**src/verilog/link_pwr_pkg.sv**
```systemverilog
// constants and types for the serial-link channel power control registers
// How it works
// - status bit 2 reads one while the serial-link PLL is locked.
// - power-down bit 1 turns off converter B and its digital channels.
// - power-down bit 0 turns off converter A and its digital channels.
// - both converters down powers down the whole link, PLL and multiframe clock.
// - with B down, link A keeps running; B sample slots are undefined.
// - power-down register sits at index 0x209, resets to 0x00.
// - spare-lane bit n, bits 7 to 1, enables link-layer clocks of lane An.
// - serializer bit zero gives clocks only; one also runs extra serializers.
// - serializer n is clocked only when lanes 0 to n-1 are enabled.
package link_pwr_pkg;
    localparam int NUM_LANES = 8;
    // register indices; byte address is four times the index
    localparam logic [11:0] IDX_STATUS   = 12'h208;
    localparam logic [11:0] IDX_CHAN_PD  = 12'h209;
    localparam logic [11:0] IDX_SPARE_A  = 12'h20A;
    localparam logic [11:0] IDX_CTRL     = 12'h20C;
    localparam logic [11:0] IDX_IRQ_STAT = 12'h20D;
    localparam logic [11:0] IDX_IRQ_MASK = 12'h20E;
    // field positions
    localparam int STAT_PLL_LOCK = 2;
    localparam int PD_CONV_A     = 0;
    localparam int PD_CONV_B     = 1;
    localparam int SPARE_SER     = 0;
    localparam int CTRL_ENC_ON   = 0;
    localparam int EV_LOCK_GAIN  = 0;
    localparam int EV_LOCK_LOSS  = 1;
    localparam int EV_PD_WR_ON   = 2;
    localparam int EV_SPARE_WR_ON = 3;
    // reset values and bus response codes
    localparam logic [7:0] CHAN_PD_RST  = 8'h00;
    localparam logic [7:0] SPARE_A_RST  = 8'h00;
    localparam logic [7:0] CTRL_RST     = 8'h00;
    localparam logic [3:0] IRQ_MASK_RST = 4'h0;
    localparam logic [1:0] RESP_OKAY    = 2'h0;
    localparam logic [1:0] RESP_SLVERR  = 2'h2;

    typedef struct packed {
        logic conv_a;
        logic conv_b;
        logic dig_a;
        logic dig_b;
        logic subsys;
        logic pll;
        logic mfc;
    } power_down_t;

    typedef struct packed {
        logic       link_a_run;
        logic       b_samples_valid;
        logic [7:0] lane_clk_en;
        logic [7:0] ser_en;
    } lane_ctrl_t;
endpackage

```
**src/verilog/serial_link_channel_power_ctrl.sv**
```systemverilog
// register bank and power/lane gating for the serial-link output subsystem
//
// Chosen here: the AXI4-Lite interface to the registers.
`timescale 1ns/100ps
module serial_link_channel_power_ctrl (
    input  wire logic                      clk_i,
    input  wire logic                      reset_n_i,
    input  wire logic                      pll_locked_i,
    input  wire logic [7:0]                lanes_required_i,
    input  wire logic                      s_axi_awvalid,
    output      logic                      s_axi_awready,
    input  wire logic [31:0]               s_axi_awaddr,
    input  wire logic                      s_axi_wvalid,
    output      logic                      s_axi_wready,
    input  wire logic [31:0]               s_axi_wdata,
    input  wire logic [3:0]                s_axi_wstrb,
    output      logic                      s_axi_bvalid,
    input  wire logic                      s_axi_bready,
    output      logic [1:0]                s_axi_bresp,
    input  wire logic                      s_axi_arvalid,
    output      logic                      s_axi_arready,
    input  wire logic [31:0]               s_axi_araddr,
    output      logic                      s_axi_rvalid,
    input  wire logic                      s_axi_rready,
    output      logic [31:0]               s_axi_rdata,
    output      logic [1:0]                s_axi_rresp,
    output      link_pwr_pkg::power_down_t pd_o,
    output      link_pwr_pkg::lane_ctrl_t  lanes_o,
    output      logic                      irq_o
);
    logic [7:0]  chan_pd_reg;
    logic [7:0]  spare_a_reg;
    logic [7:0]  ctrl_reg;
    logic [3:0]  irq_stat_reg;
    logic [3:0]  irq_mask_reg;
    logic [3:0]  irq_stat_next;
    logic [3:0]  events;
    logic        lock_meta_reg;
    logic        lock_sync_reg;
    logic        lock_prev_reg;
    logic [11:0] wr_idx_reg;
    logic [31:0] wr_data_reg;
    logic        wr_strb0_reg;
    logic [11:0] rd_idx_reg;
    logic        rd_pend_reg;
    logic        wr_go;
    logic        wr_map;
    logic        enc_on;
    logic        both_down;
    logic [7:0]  lane_en;
    logic [7:0]  ser_want;
    logic [7:0]  ser_next;
    logic        link_up;
    logic        lower_on;

    // byte address to register index; low two bits must be zero
    function automatic logic [11:0] to_idx(input logic [31:0] a);
        to_idx = (a[1:0] == 2'h0 && a[31:14] == 18'h0) ? a[13:2] : 12'hFFF;
    endfunction

    // index is one of the mapped registers
    function automatic logic mapped(input logic [11:0] i);
        mapped = (i == link_pwr_pkg::IDX_STATUS) || (i == link_pwr_pkg::IDX_CHAN_PD) ||
                 (i == link_pwr_pkg::IDX_SPARE_A) || (i == link_pwr_pkg::IDX_CTRL) ||
                 (i == link_pwr_pkg::IDX_IRQ_STAT) || (i == link_pwr_pkg::IDX_IRQ_MASK);
    endfunction

    // lock pin is asynchronous; second stage feeds all logic
    always_ff @(posedge clk_i or negedge reset_n_i) begin
        if (!reset_n_i) begin
            lock_meta_reg <= 1'b0;
            lock_sync_reg <= 1'b0;
        end else begin
            lock_meta_reg <= pll_locked_i;
            lock_sync_reg <= lock_meta_reg;
        end
    end

    // lock edge detector; a pin already locked at reset counts as a gain
    always_ff @(posedge clk_i or negedge reset_n_i) begin
        if (!reset_n_i) begin
            lock_prev_reg <= 1'b0;
        end else begin
            lock_prev_reg <= lock_sync_reg;
        end
    end

    // write address half: taken once, held until the response is accepted
    always_ff @(posedge clk_i or negedge reset_n_i) begin
        if (!reset_n_i) begin
            s_axi_awready <= 1'b1;
            wr_idx_reg    <= 12'h000;
        end else if (s_axi_awvalid && s_axi_awready) begin
            s_axi_awready <= 1'b0;
            wr_idx_reg    <= to_idx(s_axi_awaddr);
        end else if (s_axi_bvalid && s_axi_bready) begin
            s_axi_awready <= 1'b1;
        end
    end

    // write data half: may come before, with or after the address
    always_ff @(posedge clk_i or negedge reset_n_i) begin
        if (!reset_n_i) begin
            s_axi_wready <= 1'b1;
            wr_data_reg  <= 32'h0000_0000;
            wr_strb0_reg <= 1'b0;
        end else if (s_axi_wvalid && s_axi_wready) begin
            s_axi_wready <= 1'b0;
            wr_data_reg  <= s_axi_wdata;
            wr_strb0_reg <= s_axi_wstrb[0];
        end else if (s_axi_bvalid && s_axi_bready) begin
            s_axi_wready <= 1'b1;
        end
    end

    // write response: one cycle after the later half, stands until bready
    always_ff @(posedge clk_i or negedge reset_n_i) begin
        if (!reset_n_i) begin
            s_axi_bvalid <= 1'b0;
            s_axi_bresp  <= link_pwr_pkg::RESP_OKAY;
        end else if (wr_go) begin
            s_axi_bvalid <= 1'b1;
            s_axi_bresp  <= wr_map ? link_pwr_pkg::RESP_OKAY : link_pwr_pkg::RESP_SLVERR;
        end else if (s_axi_bvalid && s_axi_bready) begin
            s_axi_bvalid <= 1'b0;
        end
    end

    // both halves held and no answer outstanding: commit once
    assign wr_go  = !s_axi_awready && !s_axi_wready && !s_axi_bvalid;
    assign wr_map = mapped(wr_idx_reg);

    // read address: one read at a time, reopened by the data handshake
    always_ff @(posedge clk_i or negedge reset_n_i) begin
        if (!reset_n_i) begin
            s_axi_arready <= 1'b1;
            rd_idx_reg    <= 12'h000;
        end else if (s_axi_arvalid && s_axi_arready) begin
            s_axi_arready <= 1'b0;
            rd_idx_reg    <= to_idx(s_axi_araddr);
        end else if (s_axi_rvalid && s_axi_rready) begin
            s_axi_arready <= 1'b1;
        end
    end

    // decode slot: one cycle between address and data
    always_ff @(posedge clk_i or negedge reset_n_i) begin
        if (!reset_n_i) begin
            rd_pend_reg <= 1'b0;
        end else begin
            rd_pend_reg <= s_axi_arvalid && s_axi_arready;
        end
    end

    // read data from the held index; stands until rready
    always_ff @(posedge clk_i or negedge reset_n_i) begin
        if (!reset_n_i) begin
            s_axi_rvalid <= 1'b0;
            s_axi_rdata  <= 32'h0000_0000;
            s_axi_rresp  <= link_pwr_pkg::RESP_OKAY;
        end else if (rd_pend_reg) begin
            s_axi_rvalid <= 1'b1;
            s_axi_rresp  <= mapped(rd_idx_reg) ? link_pwr_pkg::RESP_OKAY : link_pwr_pkg::RESP_SLVERR;
            unique case (rd_idx_reg)
                    // reserved status bits read zero
                    link_pwr_pkg::IDX_STATUS:   s_axi_rdata <= {29'h0, lock_sync_reg, 2'h0};
                    link_pwr_pkg::IDX_CHAN_PD:  s_axi_rdata <= {24'h0, chan_pd_reg};
                    link_pwr_pkg::IDX_SPARE_A:  s_axi_rdata <= {24'h0, spare_a_reg};
                    link_pwr_pkg::IDX_CTRL:     s_axi_rdata <= {24'h0, ctrl_reg};
                    link_pwr_pkg::IDX_IRQ_STAT: s_axi_rdata <= {28'h0, irq_stat_reg};
                    link_pwr_pkg::IDX_IRQ_MASK: s_axi_rdata <= {28'h0, irq_mask_reg};
                    default:                    s_axi_rdata <= 32'h0000_0000;
            endcase
        end else if (s_axi_rvalid && s_axi_rready) begin
            s_axi_rvalid <= 1'b0;
        end
    end

    // channel power-down; only byte lane 0 carries data
    always_ff @(posedge clk_i or negedge reset_n_i) begin
        if (!reset_n_i) begin
            chan_pd_reg <= link_pwr_pkg::CHAN_PD_RST;
        end else if (wr_go && wr_strb0_reg && wr_idx_reg == link_pwr_pkg::IDX_CHAN_PD) begin
            chan_pd_reg <= wr_data_reg[7:0];
        end
    end

    // spare lanes of link A; takes effect at once, ordering is software's job
    always_ff @(posedge clk_i or negedge reset_n_i) begin
        if (!reset_n_i) begin
            spare_a_reg <= link_pwr_pkg::SPARE_A_RST;
        end else if (wr_go && wr_strb0_reg && wr_idx_reg == link_pwr_pkg::IDX_SPARE_A) begin
            spare_a_reg <= wr_data_reg[7:0];
        end
    end

    // control; bit 0 turns the link encoder on
    always_ff @(posedge clk_i or negedge reset_n_i) begin
        if (!reset_n_i) begin
            ctrl_reg <= link_pwr_pkg::CTRL_RST;
        end else if (wr_go && wr_strb0_reg && wr_idx_reg == link_pwr_pkg::IDX_CTRL) begin
            ctrl_reg <= wr_data_reg[7:0];
        end
    end

    // interrupt mask, same layout as the status
    always_ff @(posedge clk_i or negedge reset_n_i) begin
        if (!reset_n_i) begin
            irq_mask_reg <= link_pwr_pkg::IRQ_MASK_RST;
        end else if (wr_go && wr_strb0_reg && wr_idx_reg == link_pwr_pkg::IDX_IRQ_MASK) begin
            irq_mask_reg <= wr_data_reg[3:0];
        end
    end

    assign enc_on = ctrl_reg[link_pwr_pkg::CTRL_ENC_ON];

    // events; power-down and spare-lane writes made with the encoder on are flagged, not blocked,
    // since software owns that ordering and blocking would hide its bug
    always_comb begin
        events = 4'h0;
        events[link_pwr_pkg::EV_LOCK_GAIN] = lock_sync_reg && !lock_prev_reg;
        events[link_pwr_pkg::EV_LOCK_LOSS] = !lock_sync_reg && lock_prev_reg;
        events[link_pwr_pkg::EV_PD_WR_ON] = wr_go && wr_strb0_reg && enc_on &&
                                            wr_idx_reg == link_pwr_pkg::IDX_CHAN_PD;
        events[link_pwr_pkg::EV_SPARE_WR_ON] = wr_go && wr_strb0_reg && enc_on &&
                                               wr_idx_reg == link_pwr_pkg::IDX_SPARE_A;
    end

    // write one to clear; a new event in the same cycle wins
    always_comb begin
        irq_stat_next = irq_stat_reg;
        if (wr_go && wr_strb0_reg && wr_idx_reg == link_pwr_pkg::IDX_IRQ_STAT) begin
            irq_stat_next = irq_stat_reg & ~wr_data_reg[3:0];
        end
        irq_stat_next = irq_stat_next | events;
    end

    // sticky status
    always_ff @(posedge clk_i or negedge reset_n_i) begin
        if (!reset_n_i) begin
            irq_stat_reg <= 4'h0;
        end else begin
            irq_stat_reg <= irq_stat_next;
        end
    end

    // level interrupt from the next status, so it moves with the flag
    always_ff @(posedge clk_i or negedge reset_n_i) begin
        if (!reset_n_i) begin
            irq_o <= 1'b0;
        end else begin
            irq_o <= |(irq_stat_next & irq_mask_reg);
        end
    end

    // both converters down takes the whole link subsystem with it
    assign both_down = chan_pd_reg[link_pwr_pkg::PD_CONV_A] &&
                       chan_pd_reg[link_pwr_pkg::PD_CONV_B];

    // link layer runs only with the encoder on and a converter powered
    assign link_up = enc_on && !both_down;

    // lane enables: mode-required lanes plus spare lanes 1 to 7
    always_comb begin
        lane_en     = lanes_required_i | {spare_a_reg[7:1], 1'b0};
        ser_want    = spare_a_reg[link_pwr_pkg::SPARE_SER] ? lane_en : lanes_required_i;
        ser_next    = 8'h00;
        ser_next[0] = ser_want[0];
        lower_on    = lane_en[0];
        // a serializer only gets a clock behind a contiguous run of lanes
        for (int n = 1; n < link_pwr_pkg::NUM_LANES; n++) begin
            ser_next[n] = ser_want[n] && lower_on;
            lower_on    = lower_on && lane_en[n];
        end
    end

    // power-down outputs
    always_ff @(posedge clk_i or negedge reset_n_i) begin
        if (!reset_n_i) begin
            pd_o <= '0;
        end else begin
            pd_o.conv_a <= chan_pd_reg[link_pwr_pkg::PD_CONV_A];
            pd_o.dig_a  <= chan_pd_reg[link_pwr_pkg::PD_CONV_A];
            pd_o.conv_b <= chan_pd_reg[link_pwr_pkg::PD_CONV_B];
            pd_o.dig_b  <= chan_pd_reg[link_pwr_pkg::PD_CONV_B];
            pd_o.subsys <= both_down;
            pd_o.pll    <= both_down;
            pd_o.mfc    <= both_down;
        end
    end

    // lane outputs; link A run, lane clocks and serializers are off with the encoder off or the link down; B valid follows bit 1 only
    always_ff @(posedge clk_i or negedge reset_n_i) begin
        if (!reset_n_i) begin
            lanes_o <= '0;
        end else begin
            // link A stays up with only B down; B slots then carry junk
            lanes_o.link_a_run      <= link_up;
            lanes_o.b_samples_valid <= !chan_pd_reg[link_pwr_pkg::PD_CONV_B];
            lanes_o.lane_clk_en     <= link_up ? lane_en : 8'h00;
            lanes_o.ser_en          <= link_up ? ser_next : 8'h00;
        end
    end
endmodule

```
**config.mk**
```make
export PLATFORM = sky130hd
export DESIGN_NAME = serial_link_channel_power_ctrl
export DESIGN_NICKNAME = d
export VERILOG_FILES = /design/src/verilog/link_pwr_pkg.sv /design/src/verilog/serial_link_channel_power_ctrl.sv
export SDC_FILE = /design/constraint.sdc
export NUM_CORES = 1
export LEC_CHECK = 0
export BUFFER_PORTS_ARGS = -buffer_cell sky130_fd_sc_hd__buf_2
export CORE_ASPECT_RATIO = 2
export CORE_MARGIN = 2
export CORE_UTILIZATION = 35
export DETAILED_ROUTE_END_ITERATION = 6
export GPL_ROUTABILITY_DRIVEN = 1
export PLACE_DENSITY_LB_ADDON = 0.12
export SLEW_MARGIN = 20
export SYNTH_ARGS = -nofsm -noshare
export SYNTH_HDL_FRONTEND = slang
export SYNTH_SLANG_ARGS = --single-unit
```
**constraint.sdc**
```tcl
create_clock -name clk_i -period 2.29 [get_ports clk_i]
set_input_delay 0 -clock clk_i [delete_from_list [all_inputs] [get_ports clk_i]]
set_output_delay 0 -clock clk_i [all_outputs]
set_load 0.05 [all_outputs]
```
==> flow_summary.yaml <==
status:
  status: "finished, final reports clean"
yosys:
  synth_top_cell_area_share_pct: 56.4
  synthCells: 363
  synthAdderAreaFrac_pct: 0
  synth.most_common_cell: "dfrtp_1"
  synth_xor_area_share_pct: 0
  synth_mux_area_share_pct: 11.9
  yosys.area_share.simple_pct: 11.6
  syn_area_um2: 4520
  yosysUniqueCellTypes: 46
  synth_edf_count: 0
  yosysSeqAreaShare_pct: 58.2
  synth_area_leaders: "dfrtp_1, mux2_2, o22a_1"
  synth_area_per_cell_um2: 12.5
  synthTopCellsByCount: "dfrtp_1, nor2_1, buf_4"
  synthArstFlopShare_pct: 100
  yosysTopAreaCell: "dfrtp_1"
  synth_flop_cell: "dfrtp_1"
  ys_ff_latch: 105
  synth_compound_area_share_pct: 11.3
  synth_warnings: 0
  synth_top_family_by_area: "multiplexers"
grt:
  grtUsageTotal_pct: 16.4
  grt_pass1_wl_um: 17500
  grt_start_max_net_pins: 47
  antenna_found_initial: 0
  gr-total-overflow: 0
  grt_pass1_vias: 3612
timing:
  hold_viol_final: 0
  rsz0062_at_grt: "false"
  worstMarginPinSlew_ps: 581
  worst_clock_skew_ps: 12.5
  setup_viol: 0
  worst_slack_ps: 65.1
  maxSlewViolCount: 0
  timing.fmax_mhz: 449
  fin_crit_sh_pct: 97.2
  period_minus_slack_ps: 2220
  relSlewSlack_pct: 61.2
placed_design:
  dp_hpwl_um: 8350
  place_congestion: 0.803
  dp.cells: 644
  place_worst_setup_slack_ps: -84.5
  port-buffer-count: 129
route:
  vias_per_cell: 4.88
  drtIter0Drc: 86
  drc: 0
  wl_um: 11300
  dr.pass1.iters: 4
  ant_nets: 0
  wl_per_cell_um: 15.8
  vias: 3487
worst_setup_path:
  critPathLaunchType: "register"
  endpoint_kind: "register"
  arrival_ps: 2460
  critical_path_class: "register to register"
  crit_required_ps: 2520
  crit_fanout: 8
cells_and_area:
  syn_to_final_growth_pct: 37.0
  largest_register_ffs: 17
  drive_gt1_share_pct: 37.6
  diodes: 0
  fin_cells: 714
  nets: 675
die:
  std_cell_rows: 58
  initial_core_util_pct: 35.8
  die-height_um: 165
  die_x_um: 84.4
  io_pins: 183
  core_area_um2: 12600
  dieArea_um2: 13900
power:
  p_per_area_nw_per_um2: 752
  irDropWorstVdd_uv: 501
  p_leak_nw: 3.02
clocking:
  cts_sinks: 105
  clock_latency_ps: 350
  numCtsBuffers: 9
  cts_tree: "built"
  cts_root_buffer: "clkbuf_16"
  clock_path_buffers: 2
  htree_levels: 3
  path_clk_slew_ps: 70
worst_hold_path:
  hold_path.class: "primary input to asynchronous set/reset pin"
job:
  maxCapViolCount: 0
cells in the final DEF (no fill, tap or decap), types with 4 or more instances in the layout:
cell type / instances
buf_2: 128
dfrtp_1: 101
dlygate4sd3_1: 54
nor2_1: 34
mux2_2: 29
o22a_1: 27
conb_1: 26
buf_4: 15
nand2_1: 14
inv_1: 11
nor4_1: 10
clkbuf_16: 9
a21oi_1: 8
mux2_4: 8
a22oi_1: 7
mux2i_1: 7
nor3_1: 6
a221o_1: 6
nor2b_1: 5
nand2b_1: 5
o21ai_0: 4
through the flow:
step	total power [W]	cell area, um2	hold WS (ps)	util, %	setup TNS [ps]
6_report	0.00466	6200	170	49.1	0
5_1_grt	0.00488	6200	223	49.1	0
4_1_cts	0.00471	6200	197	49.1	-60.7
3_5_place_dp	0.00304	5350	38.5	42.3	-635
3_3_place_gp	0.00302	5350	24.9	42.3	-491
2_1_floorplan	0.00276	4620	-296	-	-267
final timing paths:
path	slack [ps]	cells past startpoint	endpoint	from
setup / recovery	70	4	ctrl_reg[7]	s_axi_awready
hold reg to reg	350	0	lock_sync_reg	lock_meta_reg
setup reg to reg	70	4	ctrl_reg[7]	s_axi_awready
hold / removal	170	2	s_axi_bvalid	reset_n_i
min in group clk_i	300	2	lock_meta_reg	pll_locked_i
max in group asynchronous	1400	3	s_axi_awready	reset_n_i
report_power, final:
part	total, W	internal, W	switching [W]	leakage (nW)
sequential	0.00224	0.00203	0.000209	1.29
combinational	0.000852	0.000368	0.000484	1.59
clock	0.00157	0.000864	0.000703	0.145
critical path, cell delays in order, from the launching register on:
cell	delay, ps
dfstp_2	390
or3_4	400
or4_4	520
or3_4	470
mux2_4	330
cells by family (layout without fill, tap and decap cells):
kind of cell    after synthesis  after routing
compound gates               64             64
buf+inv                      51            227
flops                       105            105
mux                          45             45
other cells                   1             26
simple gates                 97             97
cell type report:
type                       count  area (um2)
tap                          150         188
fill                        1174        6430
clock inverter                 6        75.1
sequential                   105        2630
inverter                      11        41.3
multi-input combinational    232        1680
clock buffer                  10         229
timing repair buffer         200        1350
repair_timing:
item / in CTS / in global routing
endpoints found under the hold margin: 95 / 0
hold buffers: 54 / 0
setup endpoints to repair: 11 / 8
resized for setup: 2 / 1
pin swaps: 2 / 3
setup buffers: 0 / 1
layer usage:
metal	vias up	share of wire, %	global-route usage, %
li1	1645	-	-
met1	1694	35	15.9
met2	133	58	33.1
met3	15	4.5	2.75
met4	0	2.4	7.14
met5	-	0	0
(Power assumes the default switching activity.)
